--- src/pkg/vscr_consts.vh ---
// Constants for the video switch configuration register bank
`ifndef VSCR_CONSTS_VH
`define VSCR_CONSTS_VH

// ****************************************************
// Register offsets
// ****************************************************
`define VSCR_OFS_HS_MODE 8'h00
`define VSCR_OFS_AUX_MODE 8'h01
`define VSCR_OFS_RX_SET 8'h10
`define VSCR_OFS_TERM_LO 8'h11
`define VSCR_OFS_TERM_HI 8'h12
`define VSCR_OFS_EQ_LO 8'h13
`define VSCR_OFS_EQ_HI 8'h14
`define VSCR_OFS_TX_SET 8'h20

// ****************************************************
// Reset values
// ****************************************************
`define VSCR_RST_HS_MODE 8'h40
`define VSCR_RST_AUX_MODE 8'h40
`define VSCR_RST_RX_SET 8'h01
`define VSCR_RST_TERM 8'h00
`define VSCR_RST_EQ 8'h00
`define VSCR_RST_TX_SET 8'h03

// ****************************************************
// Writable bit masks, unused bits stay zero
// ****************************************************
`define VSCR_MASK_MODE 8'h43
`define VSCR_MASK_RX 8'h01
`define VSCR_MASK_LANE 8'hff
`define VSCR_MASK_TX 8'h0f

// ****************************************************
// Field positions
// ****************************************************
`define VSCR_EN_BIT 6
`define VSCR_SEL_MSB 1
`define VSCR_SEL_LSB 0
`define VSCR_TERM_MASTER_BIT 0
`define VSCR_PE_MSB 3
`define VSCR_PE_LSB 2
`define VSCR_PTO_BIT 1
`define VSCR_OCL_BIT 0

// ****************************************************
// Serial slave constants
// ****************************************************
`define VSCR_ADDR_HI 4'h9
`define VSCR_BYTE_BITS 4'h8

`endif

--- src/core/vscr_regbank.v ---
// Register storage of the video switch configuration bank
`default_nettype none
`include "vscr_consts.vh"

module vscr_regbank (
  // Clock and reset
  input wire clk,
  input wire rst_n,
  // Access port
  input wire wr_en,
  input wire [7:0] addr,
  input wire [7:0] wdata,
  output reg [7:0] rdata_ff,
  // Stored settings
  output reg [7:0] hs_path_mode_ff,
  output reg [7:0] aux_path_mode_ff,
  output reg [7:0] receiver_settings_ff,
  output reg [7:0] input_term_lo_ff,
  output reg [7:0] input_term_hi_ff,
  output reg [7:0] input_eq_lo_ff,
  output reg [7:0] input_eq_hi_ff,
  output reg [7:0] transmitter_settings_ff
);

  // One-hot register select, zero for unmapped offsets
  function [7:0] vscr_sel;
    input [7:0] a;
    begin
      if (a == `VSCR_OFS_HS_MODE) vscr_sel = 8'h01;
      else if (a == `VSCR_OFS_AUX_MODE) vscr_sel = 8'h02;
      else if (a == `VSCR_OFS_RX_SET) vscr_sel = 8'h04;
      else if (a == `VSCR_OFS_TERM_LO) vscr_sel = 8'h08;
      else if (a == `VSCR_OFS_TERM_HI) vscr_sel = 8'h10;
      else if (a == `VSCR_OFS_EQ_LO) vscr_sel = 8'h20;
      else if (a == `VSCR_OFS_EQ_HI) vscr_sel = 8'h40;
      else if (a == `VSCR_OFS_TX_SET) vscr_sel = 8'h80;
      else vscr_sel = 8'h00;
    end
  endfunction

  wire [7:0] wsel = vscr_sel(addr);

  // Masked writes, unused bits never stored
  always @(posedge clk or negedge rst_n) begin
    if (!rst_n) begin
      hs_path_mode_ff <= `VSCR_RST_HS_MODE;
      aux_path_mode_ff <= `VSCR_RST_AUX_MODE;
      receiver_settings_ff <= `VSCR_RST_RX_SET;
      input_term_lo_ff <= `VSCR_RST_TERM;
      input_term_hi_ff <= `VSCR_RST_TERM;
      input_eq_lo_ff <= `VSCR_RST_EQ;
      input_eq_hi_ff <= `VSCR_RST_EQ;
      transmitter_settings_ff <= `VSCR_RST_TX_SET;
    end else if (wr_en) begin
      if (wsel[0]) hs_path_mode_ff <= wdata & `VSCR_MASK_MODE;
      if (wsel[1]) aux_path_mode_ff <= wdata & `VSCR_MASK_MODE;
      if (wsel[2]) receiver_settings_ff <= wdata & `VSCR_MASK_RX;
      if (wsel[3]) input_term_lo_ff <= wdata & `VSCR_MASK_LANE;
      if (wsel[4]) input_term_hi_ff <= wdata & `VSCR_MASK_LANE;
      if (wsel[5]) input_eq_lo_ff <= wdata & `VSCR_MASK_LANE;
      if (wsel[6]) input_eq_hi_ff <= wdata & `VSCR_MASK_LANE;
      if (wsel[7]) transmitter_settings_ff <= wdata & `VSCR_MASK_TX;
    end
  end

  // Registered read data, unmapped offsets read zero
  always @(posedge clk or negedge rst_n) begin
    if (!rst_n) begin
      rdata_ff <= 8'h00;
    end else begin
      rdata_ff <= ({8{wsel[0]}} & hs_path_mode_ff) | ({8{wsel[1]}} & aux_path_mode_ff) |
                  ({8{wsel[2]}} & receiver_settings_ff) | ({8{wsel[3]}} & input_term_lo_ff) |
                  ({8{wsel[4]}} & input_term_hi_ff) | ({8{wsel[5]}} & input_eq_lo_ff) |
                  ({8{wsel[6]}} & input_eq_hi_ff) | ({8{wsel[7]}} & transmitter_settings_ff);
    end
  end

endmodule // vscr_regbank
`default_nettype wire

--- src/core/vscr_top.v ---
// Two-wire serial slave and configuration outputs of the video switch
//
// Notes on behaviour
// - Every register can be written and read back over the two-wire serial port.
// - Low three slave address bits come from three strap pins.
// - After any serial access that matches the slave address, parallel strap controls are ignored until reset.
// - Bit 6 at 0x00, reset 0x40, turns high-speed lanes on; zero is standby.
// - Bits 1:0 at 0x00 pick high-speed source A, B, C or D.
// - Bit 6 at 0x01, reset 0x40, closes the auxiliary switch; zero opens it.
// - Bits 1:0 at 0x01 pick auxiliary source A, B, C or D.
// - Bit 0 at 0x10 off opens all terminations; on, lanes follow own bits.
// - Sixteen lane termination bits at 0x11 and 0x12; one connects termination.
// - Bits 0-3 B, 4-7 A, 8-11 C3..C0, 12-15 D3..D0.
// - Lane equalization bits use same order; zero low, one high equalization.
// - Two-bit output emphasis for all lanes: none, low, medium, high.
// - Output termination bit for all lanes: zero off, one on.
// - Output current bit for all lanes: zero lower, one higher current.
`default_nettype none
`include "vscr_consts.vh"

module vscr_top (
  // Clock and reset
  input wire clk,
  input wire arst_n,
  // Serial port, data line is open drain
  input wire scl_in,
  input wire sda_in,
  output reg sda_out_ff,
  output reg sda_oe_ff,
  // Address straps
  input wire slave_addr_strap_2,
  input wire slave_addr_strap_1,
  input wire slave_addr_strap_0,
  // Parallel strap controls
  input wire par_en,
  input wire [1:0] par_sel,
  input wire par_eq,
  input wire [1:0] par_pre,
  input wire par_oto,
  input wire par_ocl,
  // Path controls
  output reg fast_path_on_ff,
  output reg [1:0] fast_source_sel_ff,
  output reg side_path_on_ff,
  output reg [1:0] side_source_sel_ff,
  // Lane controls, bit 4*source+lane, source A is 0
  output reg [15:0] input_term_lane_ff,
  output reg [15:0] input_eq_lane_ff,
  // Output driver controls
  output reg [1:0] out_emphasis_level_ff,
  output reg out_term_on_ff,
  output reg out_drive_level_ff,
  // Serial ownership status
  output reg serial_owned_ff
);

  // ****************************************************
  // Serial engine states
  // ****************************************************
  localparam [8:0] ST_IDLE = 9'h001;
  localparam [8:0] ST_ADDR = 9'h002;
  localparam [8:0] ST_ACK_A = 9'h004;
  localparam [8:0] ST_REG = 9'h008;
  localparam [8:0] ST_ACK_R = 9'h010;
  localparam [8:0] ST_WDATA = 9'h020;
  localparam [8:0] ST_ACK_W = 9'h040;
  localparam [8:0] ST_RDATA = 9'h080;
  localparam [8:0] ST_ACK_M = 9'h100;

  // Reorders a register bit vector into source-major lane order
  function [15:0] vscr_lane_order;
    input [15:0] v;
    integer i;
    begin
      vscr_lane_order = 16'h0000;
      for (i = 0; i < 4; i = i + 1) begin
        vscr_lane_order[i] = v[4 + i];
        vscr_lane_order[4 + i] = v[i];
        vscr_lane_order[8 + i] = v[11 - i];
        vscr_lane_order[12 + i] = v[15 - i];
      end
    end
  endfunction

  // ****************************************************
  // Reset release
  // ****************************************************
  reg rst_meta_ff;
  reg rst_n_ff;

  // Two-stage release of the asynchronous reset
  always @(posedge clk or negedge arst_n) begin
    if (!arst_n) begin
      rst_meta_ff <= 1'b0;
      rst_n_ff <= 1'b0;
    end else begin
      rst_meta_ff <= 1'b1;
      rst_n_ff <= rst_meta_ff;
    end
  end

  // ****************************************************
  // Line sampling and bus conditions
  // ****************************************************
  reg scl_q_ff;
  reg sda_q_ff;
  reg scl_prev_ff;
  reg sda_prev_ff;

  // Sample lines and keep previous values for edge detection
  always @(posedge clk or negedge rst_n_ff) begin
    if (!rst_n_ff) begin
      scl_q_ff <= 1'b1;
      sda_q_ff <= 1'b1;
      scl_prev_ff <= 1'b1;
      sda_prev_ff <= 1'b1;
    end else begin
      scl_q_ff <= scl_in;
      sda_q_ff <= sda_in;
      scl_prev_ff <= scl_q_ff;
      sda_prev_ff <= sda_q_ff;
    end
  end

  wire scl_rise = scl_q_ff & ~scl_prev_ff;
  wire scl_fall = ~scl_q_ff & scl_prev_ff;
  wire start_det = scl_q_ff & scl_prev_ff & sda_prev_ff & ~sda_q_ff;
  wire stop_det = scl_q_ff & scl_prev_ff & ~sda_prev_ff & sda_q_ff;

  // ****************************************************
  // Slave address capture
  // ****************************************************
  reg strap_done_ff;
  reg [6:0] dev_addr_ff;

  // Straps are caught once, on the first edge after reset release
  always @(posedge clk or negedge rst_n_ff) begin
    if (!rst_n_ff) begin
      strap_done_ff <= 1'b0;
      dev_addr_ff <= 7'h00;
    end else if (!strap_done_ff) begin
      strap_done_ff <= 1'b1;
      dev_addr_ff <= {`VSCR_ADDR_HI, slave_addr_strap_2, slave_addr_strap_1, slave_addr_strap_0};
    end
  end

  // ****************************************************
  // Serial engine
  // ****************************************************
  reg [8:0] state_ff;
  reg [8:0] nxt_state;
  reg [3:0] bitcnt_ff;
  reg [3:0] nxt_bitcnt;
  reg [7:0] shift_ff;
  reg [7:0] nxt_shift;
  reg [7:0] ptr_ff;
  reg [7:0] nxt_ptr;
  reg rw_ff;
  reg nxt_rw;
  reg nxt_sda_oe;
  reg nxt_serial_owned;
  reg bank_we;
  wire [7:0] bank_rdata;

  wire rx_bit = scl_rise && (bitcnt_ff != `VSCR_BYTE_BITS);
  wire byte_end = scl_fall && (bitcnt_ff == `VSCR_BYTE_BITS);
  wire [3:0] cnt_inc = bitcnt_ff + 4'h1;

  // Next state of the byte engine; stop and start override any state
  always @* begin
    nxt_state = state_ff;
    nxt_bitcnt = bitcnt_ff;
    nxt_shift = shift_ff;
    nxt_ptr = ptr_ff;
    nxt_rw = rw_ff;
    nxt_sda_oe = sda_oe_ff;
    nxt_serial_owned = serial_owned_ff;
    bank_we = 1'b0;
    if (stop_det) begin
      nxt_state = ST_IDLE;
      nxt_sda_oe = 1'b0;
    end else if (start_det) begin
      nxt_state = ST_ADDR;
      nxt_bitcnt = 4'h0;
      nxt_sda_oe = 1'b0;
    end else begin
      case (state_ff)
        ST_ADDR: begin
          if (rx_bit) begin
            nxt_shift = {shift_ff[6:0], sda_q_ff};
            nxt_bitcnt = cnt_inc;
          end else if (byte_end) begin
            nxt_bitcnt = 4'h0;
            if (strap_done_ff && (shift_ff[7:1] == dev_addr_ff)) begin
              nxt_state = ST_ACK_A;
              nxt_sda_oe = 1'b1;
              nxt_rw = shift_ff[0];
              nxt_serial_owned = 1'b1;
            end else begin
              nxt_state = ST_IDLE;
            end
          end
        end
        ST_REG, ST_WDATA: begin
          if (rx_bit) begin
            nxt_shift = {shift_ff[6:0], sda_q_ff};
            nxt_bitcnt = cnt_inc;
          end else if (byte_end) begin
            nxt_bitcnt = 4'h0;
            nxt_sda_oe = 1'b1;
            if (state_ff == ST_REG) begin
              nxt_ptr = shift_ff;
              nxt_state = ST_ACK_R;
            end else begin
              bank_we = 1'b1;
              nxt_state = ST_ACK_W;
            end
          end
        end
        ST_ACK_A, ST_ACK_M: begin
          if (state_ff == ST_ACK_M && scl_rise && sda_q_ff) begin
            nxt_state = ST_IDLE;
          end else if (scl_fall) begin
            nxt_bitcnt = 4'h0;
            if (rw_ff) begin
              nxt_state = ST_RDATA;
              nxt_sda_oe = ~bank_rdata[7];
              nxt_shift = {bank_rdata[6:0], 1'b0};
            end else begin
              nxt_state = ST_REG;
              nxt_sda_oe = 1'b0;
            end
          end
        end
        ST_ACK_R, ST_ACK_W: begin
          if (scl_fall) begin
            nxt_state = ST_WDATA;
            nxt_sda_oe = 1'b0;
          end
        end
        ST_RDATA: begin
          if (scl_rise) begin
            nxt_bitcnt = cnt_inc;
          end else if (scl_fall) begin
            if (bitcnt_ff == `VSCR_BYTE_BITS) begin
              nxt_state = ST_ACK_M;
              nxt_sda_oe = 1'b0;
            end else begin
              nxt_sda_oe = ~shift_ff[7];
              nxt_shift = {shift_ff[6:0], 1'b0};
            end
          end
        end
        default: begin
          nxt_state = ST_IDLE;
          nxt_sda_oe = 1'b0;
        end
      endcase
    end
  end

  // Serial engine registers; ownership stays until reset
  always @(posedge clk or negedge rst_n_ff) begin
    if (!rst_n_ff) begin
      state_ff <= ST_IDLE;
      bitcnt_ff <= 4'h0;
      shift_ff <= 8'h00;
      ptr_ff <= 8'h00;
      rw_ff <= 1'b0;
      sda_oe_ff <= 1'b0;
      sda_out_ff <= 1'b0;
      serial_owned_ff <= 1'b0;
    end else begin
      state_ff <= nxt_state;
      bitcnt_ff <= nxt_bitcnt;
      shift_ff <= nxt_shift;
      ptr_ff <= nxt_ptr;
      rw_ff <= nxt_rw;
      sda_oe_ff <= nxt_sda_oe;
      sda_out_ff <= 1'b0;
      serial_owned_ff <= nxt_serial_owned;
    end
  end

  // ****************************************************
  // Register storage
  // ****************************************************
  wire [7:0] hs_mode;
  wire [7:0] aux_mode;
  wire [7:0] rx_set;
  wire [7:0] term_lo;
  wire [7:0] term_hi;
  wire [7:0] eq_lo;
  wire [7:0] eq_hi;
  wire [7:0] tx_set;

  vscr_regbank u_bank (
    .clk(clk),
    .rst_n(rst_n_ff),
    .wr_en(bank_we),
    .addr(ptr_ff),
    .wdata(shift_ff),
    .rdata_ff(bank_rdata),
    .hs_path_mode_ff(hs_mode),
    .aux_path_mode_ff(aux_mode),
    .receiver_settings_ff(rx_set),
    .input_term_lo_ff(term_lo),
    .input_term_hi_ff(term_hi),
    .input_eq_lo_ff(eq_lo),
    .input_eq_hi_ff(eq_hi),
    .transmitter_settings_ff(tx_set)
  );

  // ****************************************************
  // Control outputs
  // ****************************************************
  wire [15:0] term_lanes = vscr_lane_order({term_hi, term_lo});
  wire [15:0] eq_lanes = vscr_lane_order({eq_hi, eq_lo});

  // Serial settings once owned, parallel straps before that, with side path forced on and input termination off
  always @(posedge clk or negedge rst_n_ff) begin
    if (!rst_n_ff) begin
      fast_path_on_ff <= 1'b0;
      fast_source_sel_ff <= 2'h0;
      side_path_on_ff <= 1'b0;
      side_source_sel_ff <= 2'h0;
      input_term_lane_ff <= 16'h0000;
      input_eq_lane_ff <= 16'h0000;
      out_emphasis_level_ff <= 2'h0;
      out_term_on_ff <= 1'b0;
      out_drive_level_ff <= 1'b0;
    end else if (serial_owned_ff) begin
      fast_path_on_ff <= hs_mode[`VSCR_EN_BIT];
      fast_source_sel_ff <= hs_mode[`VSCR_SEL_MSB:`VSCR_SEL_LSB];
      side_path_on_ff <= aux_mode[`VSCR_EN_BIT];
      side_source_sel_ff <= aux_mode[`VSCR_SEL_MSB:`VSCR_SEL_LSB];
      input_term_lane_ff <= rx_set[`VSCR_TERM_MASTER_BIT] ? term_lanes : 16'h0000;
      input_eq_lane_ff <= eq_lanes;
      out_emphasis_level_ff <= tx_set[`VSCR_PE_MSB:`VSCR_PE_LSB];
      out_term_on_ff <= tx_set[`VSCR_PTO_BIT];
      out_drive_level_ff <= tx_set[`VSCR_OCL_BIT];
    end else begin
      fast_path_on_ff <= par_en;
      fast_source_sel_ff <= par_sel;
      side_path_on_ff <= 1'b1;
      side_source_sel_ff <= par_sel;
      input_term_lane_ff <= 16'h0000;
      input_eq_lane_ff <= {16{par_eq}};
      out_emphasis_level_ff <= par_pre;
      out_term_on_ff <= par_oto;
      out_drive_level_ff <= par_ocl;
    end
  end

endmodule // vscr_top
`default_nettype wire

--- config.mk ---
export PLATFORM = sky130hd
export DESIGN_NAME = vscr_top
export DESIGN_NICKNAME = d
export VERILOG_FILES = /design/src/core/vscr_regbank.v /design/src/core/vscr_top.v
export VERILOG_INCLUDE_DIRS = /design/src /design/src/pkg
export SDC_FILE = /design/constraint.sdc
export NUM_CORES = 1
export LEC_CHECK = 0
export BUFFER_PORTS_ARGS = -buffer_cell sky130_fd_sc_hd__buf_4
export CORE_MARGIN = 4
export CORE_UTILIZATION = 30
export DETAILED_ROUTE_END_ITERATION = 7
export PLACE_DENSITY = 0.43
export SYNTH_ARGS = -nofsm -noshare
export SYNTH_HDL_FRONTEND = slang
export SYNTH_SLANG_ARGS = --single-unit
--- constraint.sdc ---
create_clock -name clk -period 9.2 [get_ports clk]
set_input_delay 1.38 -clock clk [delete_from_list [all_inputs] [get_ports clk]]
set_output_delay 1.38 -clock clk [all_outputs]
set_load 0.02 [all_outputs]
==> results.md, run 1 <==
* Status: finished clean
* Post-Layout Inst Area at around 0.0072 mm2
* Largest net degree at the start of global routing at 70
* Crit path kind: reg -> reg
* Final slew viol count at 0
* Dpl ws at 6.48 ns
* Commonest non-fill, non-tap cells in the layout: dfrtp_1, nand2_1, buf_4, mux2_2, and3_1
* Synth cell types at 63
* Max cap viols at 0
* Initial antenna violation count at 0
* Sequential Power Share at 46.9%
* Number of synthesized flops with an enable pin at 0
* Pwr Density at 183 mW/mm2
* Sw Pwr at 310 uW
* Max VDD drop at about 130 uV
* Internal power at between 1000 and 1500 uW
* Die X at ~150 um
* GPL Wtd Cong at between 0.8 and 0.9
* Bufs on Longest Clock Path at 2
* Xor/xnor share of the synthesized area at 1.02%
* Layout cell share with drive strength beyond 1 at 30.2%
* GRT Total Usage at roughly 15%
* Setup_tns at 0 ns
* Core ar. at slightly below 0.02 mm2
* Syn avg cell area at around 12 um2
* Crit-path slowest cell: nor3_1
* Global route total overflow at 0
* Tcrit/Tclk final at ~30%
* Primary FF master, synth: dfrtp_1
* Sequential fraction of the synthesis area at a little under three fifths
* Clock skew at 0.0134 ns
* Die area at between 0.02 and 0.025 mm2
* # diodes at 0
* First-pass GRT wire length at about 25,000 um
* DP Area at around 0.0066 mm2
* Post-route ant nets at 0
* Clk Latency, worst-skew pair at roughly 0.42 ns
* Syn. warnings at 0
* Data required, critical path at around 9.5 ns
* Min cycle time layout at approximately 2.8 ns
* Crit-path cells: nor3_1 > o2111a_1 > a221oi_2 > o21ai_2 > nand2b_1 > mux2_1
* Post-synthesis mux area share at 13.2%
* Post-route setup slack at between 6 and 7 ns
* Main combinational cell family by area after synthesis: simple AND/OR/NAND/NOR gates
* Clock power share at 49.8%
* Row count at a little over 50
* Logic gate share of total power at under 10%
* Post-CTS Setup Inserts at 0
* Crit-path max cell delay at slightly below 0.6 ns
* 1st-pass router iterations at 6
* Ports at 60
* Post-CTS resize count at 0
* Fraction of the mapped netlist area in compound gates at ~8.2%
* Clk pin slew, worst setup/hold paths at 0.06 ns
* Fin. Hold Viols at 0
* Endpoints failing setup at 0
* Clk sinks at approximately 140
* Post-synthesis register bit count at 136
* CTS tree: built
* Num CTS Buffers at 17
* Synth-to-Final Area Change at 20.2%
* Worst setup EP type: register
* Simple-Gate Fraction of Synth Area at approximately 17%
* Synth Area in Adders at less than 1%
* R2R setup slack at around 6.4 ns
* DR WL/cell at approximately 19 um
* Actual slew at the worst max-slew pin at around 1.1 ns
* Post-DP HPWL at 10,700 um
* Maximum fanout along the worst path at 15
* # DRC at 0
* Initial core utilization at 30.6%
* Max Freq at 361 MHz
* Mapped Area at between 0.006 and 0.007 mm2
* CTS HTree Levels at 4
* Hold-fix buffers at CTS at 0
* Routed via count at 4,097
* WP data arrival at a little over 3 ns
* Hold Path Class: reg -> reg
* Crit path launch type: register
* Die height at 149 um
* RSZ-0062 raised after global routing: false
* Leakage at 0.00336 uW
* Vias per inst at slightly below 5
* Post-synthesis cell count at ~510
* Nets at 581
* DRT Wirelength at roughly 16,000 um
* I/O Buffers at between 50 and 60
* Asr flop ratio synth at between 90% and 100%
* Root Buffer: clkbuf_16
* Vias in the first global route at approximately 4,200
* Relative max-transition margin at 29.0%
* Initial DRC count at approximately 290
* Most common cell after layout, fill and taps aside: dfrtp_1
* Sw Share at 23.5%
==> cells by family after synthesis <==
group,after synthesis
AOI/OAI and AO/OA,67
xor gates and xnor gates,7
adders and majority gates,2
buffers and inverters,39
DFF,136
muxes,69
other,2
and+or+nand+nor,191
==> metrics by stage <==
step	total power (uW)	utilization (%)	std cells	hold WS (ns)
2_1_floorplan	653	-	514	0.331
3_3_place_gp	675	33.9	810	0.338
3_5_place_dp	675	33.9	810	0.337
4_1_cts	1340	36.8	842	0.351
5_1_grt	1370	36.8	842	0.351
6_report	1320	36.8	842	0.353
==> per-layer routing <==
metal | track usage, % | routed length [um] | vias up
met5 | 0 | 0 | -
met4 | 4.67 | 228 | 0
met3 | 3.12 | 655 | 18
met2 | 22.4 | 7160 | 106
met1 | 21.1 | 7540 | 2050
li1 | - | - | 1923
==> registers in the layout, summed over array words and instances (netlist names), 8 cells and up <==
name,cells
input_term_lane_ff,16
u_bank.input_term_hi_ff,8
u_bank.input_term_lo_ff,8
u_bank.input_eq_hi_ff,8
u_bank.rdata_ff,8
shift_ff,8
u_bank.input_eq_lo_ff,8
input_eq_lane_ff,16
ptr_ff,8
state_ff,9
==> synth_stat cells (3+ instances only) <==
| cell type | count | share of area [%] |
|---|---|---|
| buf_6 | 3 | 0.56 |
| o21ai_1 | 4 | 0.33 |
| nor2b_1 | 4 | 0.42 |
| dfrtp_1 | 126 | 53 |
| clkbuf_1 | 20 | 1.3 |
| nor4_1 | 5 | 0.52 |
| xnor2_1 | 4 | 0.58 |
| o21ai_0 | 16 | 1.3 |
| mux2_1 | 3 | 0.56 |
| inv_1 | 10 | 0.63 |
| a222oi_1 | 6 | 1.0 |
| o2111ai_1 | 3 | 0.44 |
| nor3_1 | 10 | 0.83 |
| and3_1 | 22 | 2.3 |
| mux2_2 | 50 | 9.4 |
| nand2_1 | 78 | 4.9 |
| nor2_1 | 21 | 1.3 |
| mux2i_1 | 9 | 1.5 |
| buf_2 | 4 | 0.33 |
| a21o_1 | 5 | 0.63 |
| nand2b_1 | 9 | 0.94 |
| nand4_1 | 3 | 0.31 |
| nand3b_1 | 3 | 0.38 |
| a22oi_1 | 6 | 0.75 |
| nand3_1 | 14 | 1.2 |
| dfstp_2 | 10 | 4.4 |
| xor2_1 | 3 | 0.44 |
| a21oi_1 | 8 | 0.67 |
| mux2_4 | 7 | 1.8 |
==> worst paths after layout <==
path	startpoint	endpoint	cells past startpoint
min in group asynchronous	rst_n_ff	dev_addr_ff[2]	0
worst max register to register	state_ff[4]	rw_ff	6
worst max-delay path	state_ff[4]	rw_ff	6
max in group asynchronous	rst_n_ff	u_bank.input_term_lo_ff[4]	1
worst min register to register	rst_meta_ff	rst_n_ff	0
worst min-delay path	rst_meta_ff	rst_n_ff	0
==> power by group through the flow <==
stage | Combinational, uW | Sequential, uW | Clock, uW
floorplan | 15.4 | 638 | 0
global placement | 43.8 | 631 | 0
detailed placement | 44.1 | 631 | 0
CTS | 44.2 | 621 | 676
global route | 47.5 | 622 | 705
finish | 43.1 | 620 | 658
==> layout make-up <==
| type | count | area, um2 |
|---|---|---|
| fillers | 1970 | 12400 |
| clock inverters | 11 | 114 |
| inverters | 10 | 37.5 |
| repair buffers | 60 | 450 |
| well taps | 265 | 332 |
| clock buffers | 21 | 450 |
| multi-input cells | 339 | 2410 |
| flip-flops and latches | 136 | 3420 |
==> critical path: cells and delay by family, from the launching register on <==
family / cells / cell delay (ns)
muxes: 1 / 0.33
and+or+nand+nor: 2 / 0.81
AOI/OAI and AO/OA: 3 / 1.09
DFF: 1 / 0.43
Power figures use the tool's default switching activity.
==> inputs of run 2 (changes only) <==
PLACE_DENSITY = 0.45   (was 0.43)
clock period = 2.2 ns   (was 9.2 ns; I/O delays follow)
==> results.md, run 2 (synthesis gave the netlist of run 1 again) <==
* Fin. Hold Viols at 0
* # diodes at 0
* Hold_sp: par_sel[1]
* Vias per inst at ~4.8
* Relative max-transition margin at 55.9%
* DR WL/cell at about 18 um
* Maximum fanout along the worst path at 6
* Crit path kind: reg -> reg
* Num CTS Buffers at 17
* DRT Wirelength at 16,300 um
* Die area at 0.0223 mm2
* WP data arrival at between 2 and 2.5 ns
* CTS tree: built
* Clock skew at 0.0108 ns
* Post-route setup slack at a little over 0.08 ns
* Power Total at ~5600 uW
* Tcrit/Tclk final at 96.3%
* DP Area at between 0.007 and 0.008 mm2
* GPL Wtd Cong at roughly 0.83
* Top sig layer: met4
* # DRC at 0
* Largest net degree at the start of global routing at 44
* Detail Route met3 WL at about 650 um
* Die height at between 100 and 150 um
* Ports at 60
* Commonest non-fill, non-tap cells in the layout: dfrtp_1, buf_4, nand2_1, mux2_2, and3_1
* Vias in the first global route at 4,627
* Die X at 149 um
* Initial antenna violation count at 0
* Wl on met1 at around 8000 um
* Worst hold slack at between 0.1 and 0.15 ns
* Row count at a little over 50
* GRT Total Usage at around 16%
* Post-Layout Inst Area at between 0.007 and 0.008 mm2
* Clk sinks at ~140
* Min cycle time layout at approximately 2.1 ns
* Layout cell share with drive strength beyond 1 at between 40% and 50%
* Nets at roughly 650
* Initial DRC count at 229
* Worst Setup SP: state_ff[1]
* Post-DP HPWL at between 10,000 and 15,000 um
* Clk Latency, worst-skew pair at roughly 0.43 ns
* Worst setup EP type: register
* Hold Path Class: in -> reg
* Core ar. at 0.0196 mm2
* Dpl ws at -0.0915 ns
* Root Buffer: clkbuf_16
* Start of the worst register-to-register path: state_ff[1]
* Met2 wire len at around 7400 um
* I/O Buffers at between 50 and 60
* Hold Path Cell Cnt at 3
* First-pass GRT wire length at 26,300 um
* Post-CTS Setup Inserts at 0
* Post-route ant nets at 0
* 1st-pass router iterations at 7
* Endpoints failing setup at 0
* Max Freq at 472 MHz
* Max VDD drop at around 550 uV
* Reg2Reg Depth at 7
* CTS HTree Levels at 4
* Most common cell after layout, fill and taps aside: dfrtp_1
* Initial core utilization at between 30% and 40%
* Data required, critical path at approximately 2.5 ns
* Pwr Density at 713 mW/mm2
* Leakage at 0.00375 uW
* Status: finished clean
* Biggest regs: input_eq_lane_ff x16, input_term_lane_ff x16, state_ff x9
* RSZ-0062 raised after global routing: true
* Global route total overflow at 0
* Max cap viols at 0
* Final slew viol count at 0
* Actual slew at the worst max-slew pin at about 0.66 ns
* Synth-to-Final Area Change at 32.0%
* Crit path launch type: register
* Bufs on Longest Clock Path at 2
* Routed via count at between 4,000 and 5,000
* Clk pin slew, worst setup/hold paths at 0.06 ns
==> run 2: repair_timing <==
item	4_1_cts	5_1_grt
endpoints found under the hold margin	4	0
setup endpoints to repair	17	29
resized for setup	5	25
pin swaps	0	5
hold buffers	3	0
==> run 2: path summary, 6_finish.rpt <==
kind                                             end  slack, ns
setup / recovery           u_bank.hs_path_mode_ff[1]       0.08
hold / removal                 side_source_sel_ff[1]       0.12
setup reg to reg           u_bank.hs_path_mode_ff[1]       0.08
hold reg to reg                             rst_n_ff       0.36
max in group asynchronous     input_term_lane_ff[15]       1.13
min in group asynchronous                rst_meta_ff       0.22
==> run 2: layout make-up <==
cell class / count / area [um2]
Fill cell: 1914 / 11700
Inverter: 10 / 37.5
Multi-Input combinational cell: 339 / 2520
Clock buffer: 17 / 425
Clock inverter: 15 / 151
Tap cell: 265 / 332
Timing Repair Buffer: 127 / 1030
Sequential cell: 136 / 3420
==> run 2: metal layers <==
layer	up-vias	global-route usage, %
met1	2174	22.3
met4	0	6.27
met3	23	3.30
met2	94	23.0
met5	-	0
li1	2050	-
==> run 2: critical path, stage by stage (launching register included) <==
cell and delay (ns):
dfrtp_1 0.42, buf_4 0.17, nor3_2 0.18, and3_1 0.24, nand3_4 0.17, buf_4 0.20, nor2_1 0.26, mux2_2 0.37
==> run 2: per-stage QoR <==
stage / instances / utilization [%] / setup TNS (ns)
4_1_cts: 909 / 39.9 / 0
3_3_place_gp: 874 / 36.7 / -0.597
5_1_grt: 909 / 40.4 / -0.0353
2_1_floorplan: 514 / - / 0
6_report: 909 / 40.4 / 0
3_5_place_dp: 874 / 36.7 / -0.755
==> run 2: power breakdown <==
group          switching, uW  total (uW)  leakage [uW]  internal [uW]
Clock                   1240        2840      0.000280           1600
Combinational            129         230       0.00169            101
Sequential              38.6        2580       0.00177           2540
==> inputs of run 3 (changes only) <==
PLACE_DENSITY = unset   (was 0.45)
==> results.md, run 3 (synthesis gave the netlist of run 1 again) <==
* DP Cell Count at 866
* Clk Latency, worst-skew pair at between 0.4 and 0.5 ns
* Post-CTS Setup Inserts at 0
* 1st-pass router iterations at 4
* Bufs and invs on worst path at 1
* Die area at 0.0223 mm2
* GPL Wtd Cong at 0.907
* Die height at roughly 150 um
* Bufs on Longest Clock Path at 2
* Setup_tns at 0 ns
* CTS HTree Levels at 4
* Status: finished clean
* RSZ-0062 raised after global routing: true
* GRT Total Usage at ~14%
* # diodes at 0
* # DRC at 0
* Post-DP HPWL at 11,100 um
* First-pass GRT wire length at approximately 24,000 um
* Actual slew at the worst max-slew pin at about 0.58 ns
* DP Area at between 0.007 and 0.008 mm2
* Max cap viols at 0
* Power Total at 5750 uW
* Tcrit/Tclk final at between 90% and 100%
* Vias in the first global route at 4,382
* Post-route ant nets at 0
* Clock skew at around 0.02 ns
* Initial DRC count at between 300 and 400
* Vias per inst at 4.84
* DRT Wirelength at 15,200 um
* Routed via count at around 4,400
* Crit path launch type: register
* Crit-path max cell delay at 0.45 ns
* Max Freq at approximately 470 MHz
* Relative max-transition margin at a little over 60%
* Fin. Hold Viols at 0
* Initial antenna violation count at 0
* DR WL/cell at around 17 um
* Crit path kind: reg -> reg
* Most common cell after layout, fill and taps aside: dfrtp_1
* Largest net degree at the start of global routing at 59
* Num CTS Buffers at 17
* Nets at 640
* Global route total overflow at 0
* Crit-path cells: buf_4 > or4_1 > nor2_1 > nand3_1 > nor4_2 > nand2b_4 > mux2_4
* Die X at around 150 um
* CTS tree: built
* Final slew viol count at 0
* Layout cell share with drive strength beyond 1 at just under 40%
* Maximum fanout along the worst path at 4
* R2R setup slack at ~0.067 ns
* Pwr Density at roughly 730 mW/mm2
* CP top delay family: simple AND/OR/NAND/NOR gates
* Clk sinks at 136
* Initial core utilization at about 31%
* Worst setup EP type: register
* WP data arrival at 2.42 ns
* Max VDD drop at slightly above 600 uV
* Core ar. at between 0.015 and 0.02 mm2
* Hold Path Class: in -> reg
* Clk pin slew, worst setup/hold paths at about 0.060 ns
* Layout Cells excl Fill at approximately 900
* Crit-path slowest cell: or4_1
* Data required, critical path at roughly 2.5 ns
* Synth-to-Final Area Change at 31.7%
* I/O Buffers at 58
* Leakage at ~0.0037 uW
* Root Buffer: clkbuf_16
* Row count at just over 50
* Post-Layout Inst Area at 0.00790 mm2
* Ports at 60
* Biggest regs: input_eq_lane_ff x16, input_term_lane_ff x16, state_ff x9
* Post-route setup slack at between 0.06 and 0.07 ns
* Commonest non-fill, non-tap cells in the layout: dfrtp_1, buf_4, nand2_1, mux2_2
* Endpoints failing setup at 0
* Min cycle time layout at between 2 and 2.5 ns
* Dpl ws at -0.0446 ns
[run 3: cell count changes in the layout (fill, tap and decap cells not counted), moves of 2 or more]
cell and delta:
bufinv_16 +2, buf_4 -7, nor2b_1 -2, dfrtp_2 -2, nand3_1 +2, nand2b_1 -2, nand3_2 -2, inv_8 -2
clkinv_4 +2, inv_6 -4, clkbuf_8 +2, or4_4 -2, dfrtp_1 +2
[run 3: final timing paths]
check,from,end,depth (start not counted)
max,state_ff[7],rw_ff,7
min in group asynchronous,arst_n,rst_n_ff,2
max in group asynchronous,rst_n_ff,u_bank.aux_path_mode_ff[6],1
min reg2reg,rst_n_ff,dev_addr_ff[1],0
max reg2reg,state_ff[7],rw_ff,7
min,sda_in,sda_q_ff,1
[run 3: report_power, final]
part	leakage [uW]	internal [uW]	switching, uW
logic	0.00166	92.7	125
clock network	0.000302	1860	1090
registers	0.00177	2540	40.6
total	0.00374	4500	1250
[run 3: metal layers]
layer	GRT usage, %	vias up	wire length (um)
li1	-	2051	-
met1	19.6	2182	6870
met2	21.3	107	7340
met3	3.09	24	733
met4	5.17	0	284
met5	0	-	0
[run 3: worst reg2reg max path: stages, from the launching register on]
cell      delay, ns
dfrtp_1        0.40
buf_4          0.16
or4_1          0.45
nor2_1         0.17
nand3_1        0.11
nor4_2         0.34
nand2b_4       0.09
mux2_4         0.30
[run 3: through the flow]
stage          hold WS, ns  util, %
2_1_floorplan       0.0344        -
3_3_place_gp         0.112     36.4
3_5_place_dp         0.114     36.4
4_1_cts            0.00498     39.8
5_1_grt             0.0158     40.3
6_report            0.0317     40.3
[run 3: final cells by class]
| type | instances | area [um2] |
|---|---|---|
| sequential | 136 | 3420 |
| clock buffer | 20 | 457 |
| tap | 265 | 332 |
| fill | 1889 | 11700 |
| inverter | 10 | 37.5 |
| clock inverter | 12 | 164 |
| timing repair buffer | 118 | 953 |
| multi-input combinational | 340 | 2540 |
[run 3: timing repair]
item | 4_1_cts | 5_1_grt
hold buffers | 2 | 0
pin swaps | 0 | 4
gates cloned | 0 | 1
gates resized for setup | 4 | 24
hold endpoints to repair | 3 | 0
endpoints found under the setup margin | 13 | 34
